===== src/rtl/dccs_map.vh =====
/*
 * Register map constants for the DDR channel configuration and sparing
 * register bank: byte offsets, field positions, reset values.
 * Assumes it is included by bare name from the rtl/ design files.
 */
`ifndef DCCS_MAP_VH
`define DCCS_MAP_VH

// ==========================================================
// Byte offsets in configuration space
// ==========================================================
`define DCCS_OFF_ECC_DIAG 8'h84
`define DCCS_OFF_SEC_CTRL 8'h88
`define DCCS_OFF_CK_DIS 8'h8C
`define DCCS_OFF_CKE_DIS 8'h8D
`define DCCS_OFF_CFG_CSR 8'h9A

// ==========================================================
// Field positions
// ==========================================================
`define DCCS_POISON_BIT 18
`define DCCS_ODT_B_HI 31
`define DCCS_ODT_B_LO 30
`define DCCS_ODT_A_HI 29
`define DCCS_ODT_A_LO 28
`define DCCS_HALF_GAIN_BIT 8
`define DCCS_DIFF_STROBE_BIT 7
`define DCCS_TRANS_EN_BIT 15
`define DCCS_SPARE_EN_BIT 9
`define DCCS_SRC_HI 8
`define DCCS_SRC_LO 7
`define DCCS_SYMM_BIT 4

// ==========================================================
// Reset values
// ==========================================================
`define DCCS_RST_ECC_DIAG 1'h0
`define DCCS_RST_SEC_CTRL 6'h00
`define DCCS_RST_CK_DIS 8'hFF
`define DCCS_RST_CKE_DIS 8'h00
`define DCCS_RST_CFG_CSR 4'h0

// ==========================================================
// State codes of the channel configuration state machine
// ==========================================================
`define DCCS_ST_IDLE 4'h0
`define DCCS_ST_A_NORM 4'h4
`define DCCS_ST_A_COPY 4'h5
`define DCCS_ST_A_DONE 4'h7
`define DCCS_ST_B_COPY 4'h9
`define DCCS_ST_B_DONE 4'hB
`define DCCS_ST_D_NORM 4'hC
`define DCCS_ST_D_COPY 4'hD
`define DCCS_ST_D_DONE 4'hF

// Termination strength codes driven to the pad control
`define DCCS_ODT_OFF 2'h0
`define DCCS_ODT_MID 2'h1
`define DCCS_ODT_STRONG 2'h2

`endif


===== src/rtl/dccs_bank.v =====
/*
 * Configuration and status register bank of a two-channel DDR/DDR2
 * controller: ECC poison control, termination and strobe settings,
 * command clock and clock-enable disables, and the channel configuration
 * state machine for DIMM sparing.
 * Assumes byte-wide configuration writes and reads on the core clock; the
 * memory engine reports copy completion, rank symmetry and channel count.
 */
// Functional notes
// - Poison off recomputes ECC, on forwards it
// - Injection and logging ignore poison bit
// - Channel B read termination from 31:30
// - Channel A read termination from 29:28
// - Bit 8 picks strobe amplifier gain
// - Bit 7 enables differential strobes
// - Clock disable bits tri-state pairs, reset FF
// - Clock-enable disable bits, reset all enabled
// - Transition enable write-one-set, hardware clears
// - Transition enable leaves idle, starts migration
// - Sparing enable blocks symmetric decode
// - Copy source field selects CS pair
// - Copy starts only with transition enable
// - Symmetric mode reported in bit 4
// - Bits 3:0 report state machine state
`timescale 1ns/1ps
`include "dccs_map.vh"

module dccs_bank (
    clk,
    rst,
    cfg_wr,
    cfg_rd,
    cfg_addr,
    cfg_wdata,
    cfg_rdata,
    bad_ecc_in,
    copy_done,
    dual_channel,
    equal_ranks,
    ecc_recompute,
    strobe_half_gain,
    differential_strobe_enable,
    odt_strength_a,
    odt_strength_b,
    dimm_command_clock_oe,
    cke_enable,
    symmetric_mode,
    copy_active,
    copy_source_pair,
    spare_state
);
    parameter CLK_PAIRS = 8; // Command clock pairs
    parameter CKE_PINS = 8; // Clock-enable pins

    input wire clk;
    input wire rst;
    input wire cfg_wr; // Byte write strobe
    input wire cfg_rd; // Byte read strobe
    input wire [7:0] cfg_addr; // Byte address
    input wire [7:0] cfg_wdata; // Write byte
    output reg [7:0] cfg_rdata; // Read byte, held
    input wire bad_ecc_in; // Inbound write carries bad ECC
    input wire copy_done; // Migration engine finished
    input wire dual_channel; // Both channels populated
    input wire equal_ranks; // Four equal ranks present
    output reg ecc_recompute;
    output reg strobe_half_gain;
    output reg differential_strobe_enable;
    output reg [1:0] odt_strength_a;
    output reg [1:0] odt_strength_b;
    output reg [CLK_PAIRS-1:0] dimm_command_clock_oe;
    output reg [CKE_PINS-1:0] cke_enable;
    output reg symmetric_mode;
    output reg copy_active;
    output reg [1:0] copy_source_pair;
    output reg [3:0] spare_state;

    // ======================================================
    // Register storage
    // ======================================================
    reg poison_en; // ECC diagnostic bit 18
    reg [1:0] odt_b; // Channel B termination code
    reg [1:0] odt_a; // Channel A termination code
    reg half_gain; // Strobe gain select
    reg diff_strobe; // Differential strobe enable
    reg [CLK_PAIRS-1:0] ck_dis; // Command clock disables
    reg [CKE_PINS-1:0] cke_dis; // Clock-enable disables
    reg trans_en; // Transition enable
    reg spare_en; // Sparing enable
    reg [1:0] copy_src; // Failing pair
    reg [3:0] state; // Channel config state
    reg [3:0] next_state;
    reg trans_done; // State change seen this cycle
    wire [1:0] odt_a_dec;
    wire [1:0] odt_b_dec;
    wire symm_now;

    // ======================================================
    // Configuration writes
    // ======================================================
    // Byte lanes decoded one address at a time
    always @(posedge clk or posedge rst) begin
        if (rst) begin
            poison_en <= `DCCS_RST_ECC_DIAG;
            {odt_b, odt_a, half_gain, diff_strobe} <= `DCCS_RST_SEC_CTRL;
            ck_dis <= `DCCS_RST_CK_DIS;
            cke_dis <= `DCCS_RST_CKE_DIS;
            {trans_en, spare_en, copy_src} <= `DCCS_RST_CFG_CSR;
        end else begin
            // hardware clear, a set in the same cycle wins
            if (trans_done) begin
                trans_en <= 1'b0;
            end
            if (cfg_wr) begin
                if (cfg_addr == `DCCS_OFF_ECC_DIAG + 8'h2) begin
                    poison_en <= cfg_wdata[`DCCS_POISON_BIT - 16];
                end else if (cfg_addr == `DCCS_OFF_SEC_CTRL) begin
                    diff_strobe <= cfg_wdata[`DCCS_DIFF_STROBE_BIT];
                end else if (cfg_addr == `DCCS_OFF_SEC_CTRL + 8'h1) begin
                    half_gain <= cfg_wdata[`DCCS_HALF_GAIN_BIT - 8];
                end else if (cfg_addr == `DCCS_OFF_SEC_CTRL + 8'h3) begin
                    odt_b <= cfg_wdata[`DCCS_ODT_B_HI-24:`DCCS_ODT_B_LO-24];
                    odt_a <= cfg_wdata[`DCCS_ODT_A_HI-24:`DCCS_ODT_A_LO-24];
                end else if (cfg_addr == `DCCS_OFF_CK_DIS) begin
                    ck_dis <= cfg_wdata[CLK_PAIRS-1:0];
                end else if (cfg_addr == `DCCS_OFF_CKE_DIS) begin
                    cke_dis <= cfg_wdata[CKE_PINS-1:0];
                end else if (cfg_addr == `DCCS_OFF_CFG_CSR) begin
                    copy_src[0] <= cfg_wdata[`DCCS_SRC_LO];
                end else if (cfg_addr == `DCCS_OFF_CFG_CSR + 8'h1) begin
                    copy_src[1] <= cfg_wdata[`DCCS_SRC_HI - 8];
                    spare_en <= cfg_wdata[`DCCS_SPARE_EN_BIT - 8];
                    if (cfg_wdata[`DCCS_TRANS_EN_BIT - 8]) begin
                        trans_en <= 1'b1;
                    end
                end
            end
        end
    end

    // ======================================================
    // Channel configuration state machine
    // ======================================================
    // symmetric only outside sparing
    assign symm_now = equal_ranks & ~spare_en;

    // Next state; idle, normal and complete states move only while transition enable is set, copy states move on copy_done
    always @* begin
        next_state = state;
        trans_done = 1'b0;
        case (state)
            `DCCS_ST_IDLE: begin
                if (trans_en) begin
                    next_state = dual_channel ? `DCCS_ST_D_NORM
                                              : `DCCS_ST_A_NORM;
                end
            end
            `DCCS_ST_A_NORM, `DCCS_ST_D_NORM, `DCCS_ST_A_DONE,
            `DCCS_ST_B_DONE, `DCCS_ST_D_DONE: begin
                if (trans_en && spare_en) begin
                    if (state == `DCCS_ST_D_NORM ||
                        state == `DCCS_ST_D_DONE) begin
                        next_state = `DCCS_ST_D_COPY;
                    end else if (state == `DCCS_ST_B_DONE) begin
                        next_state = `DCCS_ST_B_COPY;
                    end else begin
                        next_state = `DCCS_ST_A_COPY;
                    end
                end
            end
            `DCCS_ST_A_COPY: begin
                if (copy_done) begin
                    next_state = `DCCS_ST_A_DONE;
                end
            end
            `DCCS_ST_B_COPY: begin
                if (copy_done) begin
                    next_state = `DCCS_ST_B_DONE;
                end
            end
            `DCCS_ST_D_COPY: begin
                if (copy_done) begin
                    next_state = `DCCS_ST_D_DONE;
                end
            end
            default: begin
                // Reserved codes fall back to idle
                next_state = `DCCS_ST_IDLE;
            end
        endcase
        // clear once a state change happened
        if (next_state != state && trans_en) begin
            trans_done = 1'b1;
        end
    end

    // State register
    always @(posedge clk or posedge rst) begin
        if (rst) begin
            state <= `DCCS_ST_IDLE;
        end else begin
            state <= next_state;
        end
    end

    // ======================================================
    // Termination decode
    // ======================================================
    // channel B termination
    dccs_odt_decode u_odt_b (
        .field(odt_b),
        .strength(odt_b_dec)
    );
    // Each channel has its own decoder instance, so the two codes are independent

    dccs_odt_decode u_odt_a (
        .field(odt_a),
        .strength(odt_a_dec)
    );

    // ======================================================
    // Registered outputs
    // ======================================================
    // Every pin-facing control comes straight from a flop
    always @(posedge clk or posedge rst) begin
        if (rst) begin
            ecc_recompute <= 1'b0;
            strobe_half_gain <= 1'b0;
            differential_strobe_enable <= 1'b0;
            odt_strength_a <= `DCCS_ODT_OFF;
            odt_strength_b <= `DCCS_ODT_OFF;
            dimm_command_clock_oe <= {CLK_PAIRS{1'b0}};
            cke_enable <= {CKE_PINS{1'b1}};
            symmetric_mode <= 1'b0;
            copy_active <= 1'b0;
            copy_source_pair <= 2'h0;
            spare_state <= `DCCS_ST_IDLE;
        end else begin
            // error reporting path not touched here
            ecc_recompute <= bad_ecc_in & ~poison_en;
            strobe_half_gain <= half_gain;
            differential_strobe_enable <= diff_strobe;
            odt_strength_a <= odt_a_dec;
            odt_strength_b <= odt_b_dec;
            dimm_command_clock_oe <= ~ck_dis;
            cke_enable <= ~cke_dis;
            symmetric_mode <= symm_now;
            copy_active <= (next_state == `DCCS_ST_A_COPY) ||
                           (next_state == `DCCS_ST_B_COPY) ||
                           (next_state == `DCCS_ST_D_COPY);
            // source pair to the migration engine
            copy_source_pair <= copy_src;
            spare_state <= next_state;
        end
    end

    // ======================================================
    // Configuration reads
    // ======================================================
    // Read data held until the next read; unmapped bytes read zero
    always @(posedge clk or posedge rst) begin
        if (rst) begin
            cfg_rdata <= 8'h00;
        end else if (cfg_rd) begin
            if (cfg_addr == `DCCS_OFF_ECC_DIAG + 8'h2) begin
                cfg_rdata <= {5'h00, poison_en, 2'h0};
            end else if (cfg_addr == `DCCS_OFF_SEC_CTRL) begin
                cfg_rdata <= {diff_strobe, 7'h00};
            end else if (cfg_addr == `DCCS_OFF_SEC_CTRL + 8'h1) begin
                cfg_rdata <= {7'h00, half_gain};
            end else if (cfg_addr == `DCCS_OFF_SEC_CTRL + 8'h3) begin
                cfg_rdata <= {odt_b, odt_a, 4'h0};
            end else if (cfg_addr == `DCCS_OFF_CK_DIS) begin
                cfg_rdata <= ck_dis;
            end else if (cfg_addr == `DCCS_OFF_CKE_DIS) begin
                cfg_rdata <= cke_dis;
            end else if (cfg_addr == `DCCS_OFF_CFG_CSR) begin
                cfg_rdata <= {copy_src[0], 2'h0, symm_now, state};
            end else if (cfg_addr == `DCCS_OFF_CFG_CSR + 8'h1) begin
                cfg_rdata <= {trans_en, 5'h00, spare_en, copy_src[1]};
            end else begin
                cfg_rdata <= 8'h00;
            end
        end
    end

endmodule // dccs_bank


===== src/rtl/dccs_odt_decode.v =====
/*
 * Decoder from a two-bit termination field to a pad strength code.
 * Assumes a plain combinational context; the caller registers the result.
 */
`timescale 1ns/1ps
`include "dccs_map.vh"

module dccs_odt_decode (
    input wire [1:0] field,
    output reg [1:0] strength
);

// ==========================================================
// Encoding map
// ==========================================================
// Codes 01 and 10 share one strength on purpose
always @* begin
    case (field)
        2'h0: begin
            strength = `DCCS_ODT_OFF;
        end
        2'h3: begin
            strength = `DCCS_ODT_STRONG;
        end
        default: begin
            strength = `DCCS_ODT_MID;
        end
    endcase
end

endmodule // dccs_odt_decode


===== config.mk =====
export PLATFORM = sky130hd
export DESIGN_NAME = dccs_bank
export DESIGN_NICKNAME = d
export VERILOG_FILES = /design/src/rtl/dccs_bank.v /design/src/rtl/dccs_odt_decode.v
export VERILOG_INCLUDE_DIRS = /design/src /design/src/rtl
export SDC_FILE = /design/constraint.sdc
export NUM_CORES = 1
export LEC_CHECK = 0
export BUFFER_PORTS_ARGS = -buffer_cell sky130_fd_sc_hd__buf_4
export CAP_MARGIN = 25
export CORE_UTILIZATION = 58
export DETAILED_ROUTE_END_ITERATION = 7
export PLACE_DENSITY_LB_ADDON = 0.08
export SKIP_CTS_REPAIR_TIMING = 1
export SLEW_MARGIN = 10
export SYNTH_ARGS = -nofsm -noshare
export SYNTH_HDL_FRONTEND = slang
export SYNTH_HIERARCHICAL = 1
export SYNTH_SLANG_ARGS = --single-unit
export TNS_END_PERCENT = 100

===== constraint.sdc =====
create_clock -name clk -period 4.35 [get_ports clk]
set_input_delay 0.435 -clock clk [delete_from_list [all_inputs] [get_ports clk]]
set_output_delay 0.435 -clock clk [all_outputs]
set_load 0.02 [all_outputs]

# After elaboration in Yosys (flattened, before gate mapping)
# Cells that the tools add are included.
word_totals:
  inputBits: 24
  output_inout_bits: 39
  word_cells: 106
  reg_bits: 66
op_classes:
  n_eq_ne: 22
  n_bitwise: 13
  n_reduce_logical: 17
  muxes: 31
ops:
  columns: ["op", "count"]
  rows:
  - ["8-bit == test (second input constant)", 8]
  - ["8-bit two-way mux", 8]
  - ["4-bit two-way mux", 8]
  - ["4-bit == test (second input constant)", 7]
  - ["4-bit one-hot mux with 5 select lines", 1]
  - ["4-bit by 3-bit == test with 1-bit output (second input constant)", 4]
  - ["8-bit NOT", 2]
  - ["1-bit two-way mux", 12]
  - ["1-bit NOT", 9]
  - ["9-bit AND reduction", 1]
  - ["2-bit one-hot mux with 2 select lines", 2]
  - ["8-bit AND reduction", 1]
  - ["7-bit AND reduction", 1]
  - ["6-bit AND reduction", 1]
  - ["5-bit AND reduction", 1]
  - ["5-bit OR reduction", 1]
  - ["2-bit == test (second input constant)", 2]
  - ["2-bit logical NOT", 2]
  - ["4-bit logical NOT", 1]
  - ["4-bit inequality test", 1]
  - ["4-bit AND reduction", 1]
  - ["1-bit logical OR", 3]
  - ["3-bit AND reduction", 1]
  - ["1-bit bitwise AND", 2]
  - ["other kinds (2)", 3]

# Longest topological paths before layout
# Gate-level depths: netlist of the first run.
depth:
  word_depth: 19
  mapped_depth: 6
  mapped_depth_nobuf: 4

# Modules after synthesis
# Netlist of the first run, hierarchy kept.
modules_own_cells:
  columns: ["module", "n_inst", "seq_area_each_um2", "cells_each", "area_per_inst_um2"]
  rows:
  - ["dccs_bank", 1, 1671.6, 251, 2854.0]
  - ["dccs_odt_decode", 2, 0.0, 1, 12.5]

# Least setup slack after synthesis of the first run
# No wires, ideal clock.
synth_timing:
  path_type: "input port to flip-flop"
  from: "input port cfg_addr[6]"
  to: "register half_gain"
  path_buffers: 1
  slack_ns: 2.500
  t_required_ns: 4.225
  path_stages: 4
  setup_ns: 0.125
  arrival_ns: 1.725
  cell_sequence: "or3b_1 buf_6 or4_4 mux2_4"
synth_between:
  elab_chain_len: 3
  word_cells_on_any_way: 6
  cone_classes: "eq/ne: 3; bitwise: 2; reduce/logical: 1"
synth_lines:
  columns: ["item", "line_no", "rtl"]
  rows:
  - ["start, declared", "dccs_bank.v:59", "input wire [7:0] cfg_addr;"]
  - ["8-bit == test, on equally long branches", null, null]
  - ["1-bit NOT (no line)", null, null]
  - ["4-bit AND reduction (no line) *", null, null]
  - ["end signal, assigned", "dccs_bank.v:105", "{odt_b, odt_a, half_gain, diff_strobe} <= `DCCS_RST_SEC_CTRL;"]
  - ["end signal, assigned", "dccs_bank.v:120", "half_gain <= cfg_wdata[`DCCS_HALF_GAIN_BIT - 8];"]
  - ["end, declared", "dccs_bank.v:84", "reg half_gain;"]
# Every way passes the cells marked *; elsewhere a longest branch is shown, timed or not.
# A chain may end at the register's enable or synchronous reset.

# Final worst setup path of the first run
layout_timing:
  from: "input port cfg_addr[6]"
  to: "register cke_dis[4]"
layout_between:
  elab_chain_len: 3
  word_cells_on_any_way: 12
  cone_classes: "eq/ne: 6; bitwise: 5; reduce/logical: 1"
layout_lines:
  columns: ["item", "line_no", "rtl"]
  rows:
  - ["8-bit == test, on equally long branches", null, null]
  - ["1-bit NOT (no line)", null, null]
  - ["7-bit AND reduction (no line) *", null, null]
  - ["end signal, assigned", "dccs_bank.v:107", "cke_dis <= `DCCS_RST_CKE_DIS;"]
  - ["end signal, assigned", "dccs_bank.v:127", "cke_dis <= cfg_wdata[CKE_PINS-1:0];"]
  - ["end, declared", "dccs_bank.v:87", "reg [CKE_PINS-1:0] cke_dis;"]
# Marks and branches as above.

==> summary.txt, run 1 <==
Syn Nets - 279
Rows - 25
RSZ-0062 raised after global routing - false
Worst slew pin tran - 0.781 ns
Initial antenna violation count - 0
Crit Path Category - input port to flip-flop
Leak pwr - 1.66 nW
Final HPWL from detailed placement - 4480 um
CP max stage cell - nor3_2
CTS tree - built
CTS Sinks - 66
Mapped Cells - 253
Final Skew - 0.0112 ns
DRT Pass-1 Iters - 4
Seq/Total Area, Yosys - 58.1%
Port Buffers - 62
Crit path DAT - 2.10 ns
All-Layer GR Usage - 26.7%
Top FF cell, synth - dfrtp_1
Switching portion of total power - 23.2%
CTS H-tree lvls - 3
Flop pwr share - 48.9%
Gr ovfl total - 0
YS warnings - 6
HP Class - input port to flip-flop
Critical Path RT - 4.60 ns
Setup Viol. Count Final - 0
Nets - 343
Per-cell routed wire length - 16.4 um
Area delta synth->final - 25.5%
Worst path top cell family by delay - simple AND/OR/NAND/NOR gates
CTS root buffer - clkbuf_8
Finished Core Util - 76.0%
Critical path, cell by cell - buf_4 > or3b_1 > nor3_2 > buf_6 > nand2_1 > o21ai_1
CP Max Fanout - 9
Fillers - 349
Core area - 0.00475 mm2
Post-Route WL - 6380 um
Clk network pwr share - 40.4%
N_diodes - 0
Layout Cell Area excl Fill - 0.00361 mm2
Vias/cell - 5.51
Hold Fails Final Rpt - 0
Die outline area - 0.00525 mm2
Maximum vdd drop - 303 uV
Most frequent cell after synthesis - dfrtp_1
DRT iter0 DRCs - 127
Part of the power in combinational logic - 10.7%
Switch Pwr - 0.317 mW
Startpoint Class - input port
Starting density of the core - 60.6%
Fin crit period - 1.85 ns
Yosys top cell area share - 43.5%
Fmax - 540 MHz
Area leader, netlist - dfrtp_1
Final period util - 42.6%
Die height - 72.5 um
Number of synthesized flops with an enable pin - 0
Max Cap Violations - 0
Placement Cell Area - 0.00338 mm2
Mapped cell area - 0.00288 mm2
Async set-reset flop share out of synthesis - 100%
Syn_area_per_cell - 11.4 um2
Setup TNS - 0 ns
Hold Slack - 0.327 ns
Top post-synthesis cells by area - dfrtp_1 43%, dfstp_2 15%, mux2_1 5.5%
DR vias - 2,144
PD cells - 378 mW/mm2
CTS clk-pin slew, worst paths - 0.07 ns
Pin count of the biggest net entering global routing - 67
#FFs+latches synth - 66
P_int - 1.05 mW
Commonest cells post-synth - 50 x dfrtp_1, 27 x inv_1, 19 x nand2_1
Run status - completed
Gpl congestion - 0.934
Pins Over Slew Limit - 0
Crit end category - flip-flop
Clock Path Buffers - 2
Clock insertion delay at the later pin of the skew report - 0.32 ns
Drc violations - 0
Buf/Inv on CP - 2
Distinct cells, synth - 51
CTS Buf Count - 9
Routed Antenna Nets - 0
Boundary pin count - 63
Vias in the first global route - 2,050
Slew HR - 47.9%
First-pass GRT wire length - 10,300 um
Slowest stage delay, CP - 0.62 ns
Die Wd - 72.5 um
Layout cell share with drive strength beyond 1 - 33.9%
==> kinds of logic after synthesis <==
kind of cell,Yosys count,synth area share [%]
adder cells (fa/ha/maj),2,0.869
AND/OR/NAND/NOR,72,15.3
buffers and inverters,38,5.39
flip-flops,66,58.1
AO/OA/AOI/OAI,53,11.8
multiplexers,22,8.60
==> registers in the layout, summed over array words and instances, names as in the netlist, 2 cells and up <==
name	flops
spare_state	4
cke_enable	8
odt_strength_b	2
copy_src	2
dimm_command_clock_oe	8
cke_dis	8
ck_dis	8
cfg_rdata	8
odt_a	2
odt_strength_a	2
copy_source_pair	2
odt_b	2
==> layout by cell type (no fill, tap or decap), types with 2 or more instances in the layout <==
cell	n
o21ai_1	7
nor4_2	3
nor3_2	2
mux2i_1	3
buf_4	63
a21oi_1	10
clkbuf_1	2
nand4bb_1	2
nor4_1	2
ha_1	2
o31ai_1	2
o21ai_0	9
dfstp_2	16
clkinvlp_4	2
nand3b_1	3
nor2_1	11
mux2_1	14
mux2_2	4
nand2_1	19
nor4bb_1	2
nand4_1	2
a31oi_1	5
clkbuf_8	10
a211oi_1	7
o32ai_1	2
nor2b_1	8
bufinv_16	2
nand3_1	3
nand2b_1	4
inv_1	26
dfrtp_1	50
nor3_1	2
==> stage by stage <==
step,total power [mW],instances,setup slack [ns]
after global routing,1.42,389,2.42
after floorplan,0.759,253,2.29
after global placement,0.823,372,2.05
after CTS,1.38,388,2.28
final,1.37,389,2.50
after detailed placement,0.825,372,2.00
==> worst reg2reg max path, stage by stage, from the launching register on <==
cell	delay (ns)
dfrtp_1	0.46
nor4bb_1	0.29
a21oi_1	0.09
o22a_1	0.21
o41ai_1	0.36
==> power groups by stage <==
| stage | clock, mW | combinational, mW | sequential (mW) |
|---|---|---|---|
| after floorplan | 0 | 0.0621 | 0.697 |
| after global placement | 0 | 0.145 | 0.678 |
| after detailed placement | 0 | 0.146 | 0.679 |
| after CTS | 0.565 | 0.147 | 0.669 |
| after global routing | 0.592 | 0.159 | 0.672 |
| final | 0.552 | 0.146 | 0.669 |
==> worst paths after layout <==
path	start	endpoint	slack, ns	cells after the start
worst min-delay path	cfg_wdata[3]	cke_dis[3]	0.33	3
min in group asynchronous	rst	dimm_command_clock_oe[2]	0.34	3
worst max-delay path	cfg_addr[6]	cke_dis[4]	2.50	6
max in group asynchronous	rst	cfg_rdata[7]	3.48	3
worst min register to register	cke_dis[1]	cke_enable[1]	0.38	1
worst max register to register	spare_en	cfg_rdata[4]	2.84	4
==> metal layers <==
layer / wire, um / global-route usage, %
met1: 2870 / 38.0
met2: 3160 / 40.6
met3: 327 / 5.97
met4: 25 / 9.37
met5: 0 / 0
==> cell type report <==
type	count	area, um2	area share (%)
multi-input cells	149	1050	29.1
inverters	27	101	2.80
repair buffers	64	484	13.4
clock inverters	4	75.1	2.08
well taps	67	83.8	2.32
flip-flops and latches	66	1670	46.3
clock buffers	12	145	4.02
Note: power is estimated with default switching activity, not from simulation.
==> run 2: changes to the inputs <==
--- a/config.mk
+++ b/config.mk
@@ -8,7 +8,7 @@
 export LEC_CHECK = 0
 export BUFFER_PORTS_ARGS = -buffer_cell sky130_fd_sc_hd__buf_4
 export CAP_MARGIN = 25
-export CORE_UTILIZATION = 58
+export CORE_UTILIZATION = 54
 export DETAILED_ROUTE_END_ITERATION = 7
 export PLACE_DENSITY_LB_ADDON = 0.08
 export SKIP_CTS_REPAIR_TIMING = 1
==> constraint.sdc (replaced) <==
create_clock -name clk -period 1.8 [get_ports clk]
set_input_delay 0.18 -clock clk [delete_from_list [all_inputs] [get_ports clk]]
set_output_delay 0.18 -clock clk [all_outputs]
set_load 0.02 [all_outputs]
==> summary.txt, run 2 (synthesis results as in run 1) <==
Run status - completed
Die Wd - 75.0 um (+3.5%)
Hold Slack - 0.0716 ns (-0.256 ns)
Port Buffers - 62 (unchanged)
CTS root buffer - clkbuf_8
Starting density of the core - 56.4% (-4.2 points)
Routed Antenna Nets - 0 (unchanged)
Fin crit period - 1.49 ns
Clock Path Buffers - 2 (unchanged)
Maximum vdd drop - 636 uV (+110%)
Startpoint Class - flip-flop
Reg2reg start - spare_en
Final period util - 83.0%
Hold endpoint - cke_dis[3]
Crit path DAT - 1.72 ns (-0.38 ns)
Leak pwr - 1.73 nW (+4.3%)
Die height - 75.0 um (+3.5%)
Nets - 357 (+4.1%)
Area taken by multi-input logic gates - 0.00105 mm2 (unchanged)
CTS clk-pin slew, worst paths - 0.06 ns (about the same)
Layout Cell Area excl Fill - 0.00372 mm2 (+3.0%)
Gr ovfl total - 0 (unchanged)
Die outline area - 0.00563 mm2 (+7.2%)
Worst slew pin tran - 0.523 ns (-0.259 ns)
Clock insertion delay at the later pin of the skew report - 0.34 ns (+0.02 ns)
DRT Pass-1 Iters - 4 (unchanged)
N_diodes - 0 (unchanged)
CTS Buf Count - 9 (unchanged)
RSZ-0062 raised after global routing - false
CTS Sinks - 66 (unchanged)
Pin count of the biggest net entering global routing - 67 (unchanged)
Crit Path Category - flip-flop to flip-flop
Drc violations - 0 (unchanged)
Vias/cell - 5.39 (-2.2%)
Post-Layout Cell Count - 405 (+4.1%)
Rows - 26 (+4.0%)
Pins Over Slew Limit - 0 (unchanged)
Crit end category - flip-flop
Max Cap Violations - 0 (unchanged)
All-Layer GR Usage - 26.2% (-0.52 points)
Placement Cell Area - 0.00351 mm2 (+3.7%)
DRT iter0 DRCs - 112 (-12%)
Worst hold start - cfg_wdata[3]
Sequential cell area - 0.00167 mm2 (unchanged)
Cell count after placement - 389 (+4.6%)
Fillers - 388 (+11%)
Setup Viol. Count Final - 0 (unchanged)
Vias in the first global route - 2,073 (+1.1%)
Register-to-Register Path Depth - 4 (unchanged)
R2R Path End - cfg_rdata[4]
Fmax - 669 MHz
Hold Crit Depth - 3 (unchanged)
Commonest non-fill, non-tap cell in the layout - buf_4
CP Max Fanout - 7 (-2)
Boundary pin count - 63 (unchanged)
First-pass GRT wire length - 10,400 um (+1.2%)
Area delta synth->final - 29.2%
CTS H-tree lvls - 3 (unchanged)
Layout cell share with drive strength beyond 1 - 36.4% (+2.6 points)
Core area - 0.00511 mm2 (+7.4%)
DR vias - 2,183 (+1.8%)
Initial antenna violation count - 0 (unchanged)
Commonest cells after routing, fill and taps aside - 76 x buf_4, 50 x dfrtp_1, 26 x inv_1
Final Skew - 0.00556 ns (-0.00565 ns)
Per-cell routed wire length - 16.0 um (-2.2%)
CTS tree - built
Reg2Reg Setup Slack - 0.31 ns (-2.53 ns)
Final HPWL from detailed placement - 4640 um (+3.6%)
Hold Fails Final Rpt - 0 (unchanged)
Critical Path RT - 2.02 ns (-2.58 ns)
PD cells - 873 mW/mm2 (+130%)
Setup TNS - 0 ns (unchanged)
Gpl congestion - 0.908 (-2.8%)
Post-Route WL - 6500 um (+1.8%)
HP Class - input port to flip-flop
Slew HR - 64.7% (+17 points)
## run 2: how the worst max path moves through the flow
stage	startpoint	endpoint	slack [ns]	cells after the start
floorplan	cfg_addr[6]	half_gain	0.21	4
global placement	cfg_addr[6]	half_gain	0.06	4
detailed placement	cfg_addr[6]	half_gain	0.05	4
CTS	spare_en	cfg_rdata[4]	0.31	4
global route	spare_en	cfg_rdata[4]	0.14	4
finish	spare_en	cfg_rdata[4]	0.31	4
## run 2: critical path, cell delays in order, from the launching register on
cell      delay [ns]
dfrtp_1         0.45
nor4bb_1        0.28
a21oi_1         0.07
o22a_1          0.22
o41ai_1         0.36
## run 2: layer usage
layer  wire (um)  track usage [%]
met5           0                0
met4         115             9.85
met3         345             6.83
met2        2990             38.5
met1        3050             37.3
## run 2: cell type report
type / count / area share (%)
Clock inverter: 2 / 0.941
Multi-Input combinational cell: 149 / 28.3
Timing Repair Buffer: 78 / 16.1
Inverter: 27 / 2.82
Tap cell: 70 / 2.35
Sequential cell: 66 / 44.9
Clock buffer: 13 / 4.54
## run 2: stage by stage
step / setup WS [ns] / power, mW / util [%]
finish: 0.306 / 3.25 / 72.9
global route: 0.145 / 3.38 / 72.9
CTS: 0.307 / 3.27 / 72.7
detailed placement: 0.0466 / 2.01 / 68.7
global placement: 0.0598 / 2.00 / 68.7
floorplan: 0.205 / 1.84 / -
## run 2: power breakdown
part | leakage (nW) | switching (mW) | internal (mW)
clock network | 0.106 | 0.518 | 0.744
logic | 0.856 | 0.215 | 0.157
registers | 0.773 | 0.0387 | 1.58
total | 1.73 | 0.771 | 2.48
==> run 3: changes to the inputs <==
--- a/config.mk
+++ b/config.mk
@@ -8,7 +8,7 @@
 export LEC_CHECK = 0
 export BUFFER_PORTS_ARGS = -buffer_cell sky130_fd_sc_hd__buf_4
 export CAP_MARGIN = 25
-export CORE_UTILIZATION = 54
+export CORE_UTILIZATION = 48
 export DETAILED_ROUTE_END_ITERATION = 7
 export PLACE_DENSITY_LB_ADDON = 0.08
 export SKIP_CTS_REPAIR_TIMING = 1
==> constraint.sdc (replaced) <==
create_clock -name clk -period 1.33 [get_ports clk]
set_input_delay 0.133 -clock clk [delete_from_list [all_inputs] [get_ports clk]]
set_output_delay 0.133 -clock clk [all_outputs]
set_load 0.02 [all_outputs]
==> summary.txt, run 3 (synthesis results as in run 1) <==
Vias/cell - 5.34 (-1.0%)
Post-Route WL - 6750 um (+3.8%)
Hold Fails Final Rpt - 0 (unchanged)
HP Class - input port to flip-flop
Routed Antenna Nets - 0 (unchanged)
Crit path DAT - 1.53 ns (-0.19 ns)
Boundary pin count - 63 (unchanged)
Core area - 0.00564 mm2 (+10%)
Run status - completed
Pin count of the biggest net entering global routing - 67 (unchanged)
Area taken by multi-input logic gates - 0.00112 mm2 (+6.1%)
Gr ovfl total - 0 (unchanged)
Crit Path Category - flip-flop to flip-flop
Crit end category - flip-flop
All-Layer GR Usage - 23.8% (-2.4 points)
Fillers - 442 (+14%)
CTS Buf Count - 9 (unchanged)
PnR worst setup slack - 0.0283 ns (-0.277 ns)
Critical Path RT - 1.56 ns (-0.46 ns)
Per-cell routed wire length - 15.8 um (-1.8%)
Clock Path Buffers - 2 (unchanged)
Final period util - 97.9% (+15 points)
Clock insertion delay at the later pin of the skew report - 0.33 ns (about the same)
PD cells - 1050 mW/mm2 (+21%)
Die outline area - 0.00631 mm2 (+12%)
Flop pwr share - 53.4% (+3.7 points)
Fin crit period - 1.30 ns (-0.193 ns)
Worst slew pin tran - 0.354 ns (-0.169 ns)
Final Skew - 0.0104 ns (+0.00481 ns)
Starting density of the core - 51.0% (-5.3 points)
N_diodes - 0 (unchanged)
Commonest cells after routing, fill and taps aside - 96 x buf_4, 50 x dfrtp_1, 26 x inv_1
Rows - 27 (+3.8%)
Gpl congestion - 0.859 (-5.5%)
Startpoint Class - flip-flop
Switch Pwr - 1.05 mW (+36%)
Sequential cell area - 0.00167 mm2 (unchanged)
Part of the power in combinational logic - 13.6% (+2.1 points)
CTS clk-pin slew, worst paths - 0.07 ns (about the same)
Switching portion of total power - 25.6% (+1.9 points)
Layout cell share with drive strength beyond 1 - 41.6% (+5.2 points)
CTS tree - built
Commonest non-fill, non-tap cell in the layout - buf_4
Initial antenna violation count - 0 (unchanged)
Final HPWL from detailed placement - 4940 um (+6.5%)
Vias in the first global route - 2,231 (+7.6%)
First-pass GRT wire length - 11,000 um (+5.5%)
CP Max Fanout - 4 (-3)
Fmax - 768 MHz (+15%)
Slew HR - 76.1% (+11 points)
Leak pwr - 1.84 nW (+6.2%)
Tot Pwr - 4.09 mW (+26%)
CTS root buffer - clkbuf_8
RSZ-0062 raised after global routing - true
Dpl ws - -0.373 ns (-0.419 ns)
Die Wd - 79.4 um (+5.9%)
Pins Over Slew Limit - 0 (unchanged)
Clk network pwr share - 33.0% (-5.8 points)
Nets - 377 (+5.6%)
CTS Sinks - 66 (unchanged)
P_int - 3.04 mW (+23%)
Port Buffers - 62 (unchanged)
DR vias - 2,284 (+4.6%)
Max Cap Violations - 0 (unchanged)
Setup Viol. Count Final - 0 (unchanged)
Area delta synth->final - 35.1%
CTS H-tree lvls - 3 (unchanged)
Drc violations - 0 (unchanged)
Die height - 79.4 um (+5.9%)
DRT iter0 DRCs - 149 (+33%)
Maximum vdd drop - 712 uV (+12%)
DRT Pass-1 Iters - 4 (unchanged)
## run 3: changes by cell type in the layout (fill, tap and decap cells not counted), moves of 2 or more
cell      delta
buf_4       +20
clkbuf_8     -3
clkinv_2     +3
clkbuf_1     +2
## run 3: per-layer routing
metal	wire length, um	GRT usage, %	up-vias
li1	-	-	1083
met1	3070	31.2	1102
met2	3170	36.4	82
met3	362	6.17	17
met4	144	11.6	0
met5	0	0	-
## run 3: final timing paths
check | startpoint | endpoint | slack [ns] | cells after the start
setup / recovery | spare_en | cfg_rdata[4] | 0.03 | 4
hold / removal | bad_ecc_in | ecc_recompute | 0.02 | 2
setup reg to reg | spare_en | cfg_rdata[4] | 0.03 | 4
hold reg to reg | cke_dis[1] | cke_enable[1] | 0.40 | 1
max in group asynchronous | rst | cke_enable[5] | 0.54 | 4
min in group asynchronous | rst | cke_dis[2] | 0.44 | 4
## run 3: final cells by class
class	instances	area share (%)
Sequential cell	66	43.0
Clock buffer	12	3.47
Timing Repair Buffer	98	19.3
Clock inverter	4	0.515
Multi-Input combinational cell	149	28.7
Inverter	27	2.70
Tap cell	72	2.32
## run 3: metrics by stage
step	setup TNS, ns	hold WS (ns)	area (um2)	util, %	std cells
global route	-0.128	0.0161	3890	68.9	428
finish	0	0.0232	3890	68.9	428
global placement	-8.29	0.253	3660	64.9	411
detailed placement	-8.83	0.260	3660	64.9	411
floorplan	-1.97	0.250	2890	-	253
CTS	-0.344	-0.0979	3810	67.6	427
## run 3: worst max-delay path, cell delays in order (launching register included)
cell and delay, ns:
dfrtp_1 0.42, nor4bb_2 0.29, a21oi_1 0.08, o22a_1 0.21, o41ai_2 0.20
## run 3: power groups by stage
stage               Clock [mW]  Combinational [mW]  Sequential [mW]
global route              1.48               0.604             2.20
floorplan                    0               0.204             2.28
global placement             0               0.531             2.22
CTS                       1.39               0.542             2.19
finish                    1.35               0.555             2.19
detailed placement           0               0.541             2.22
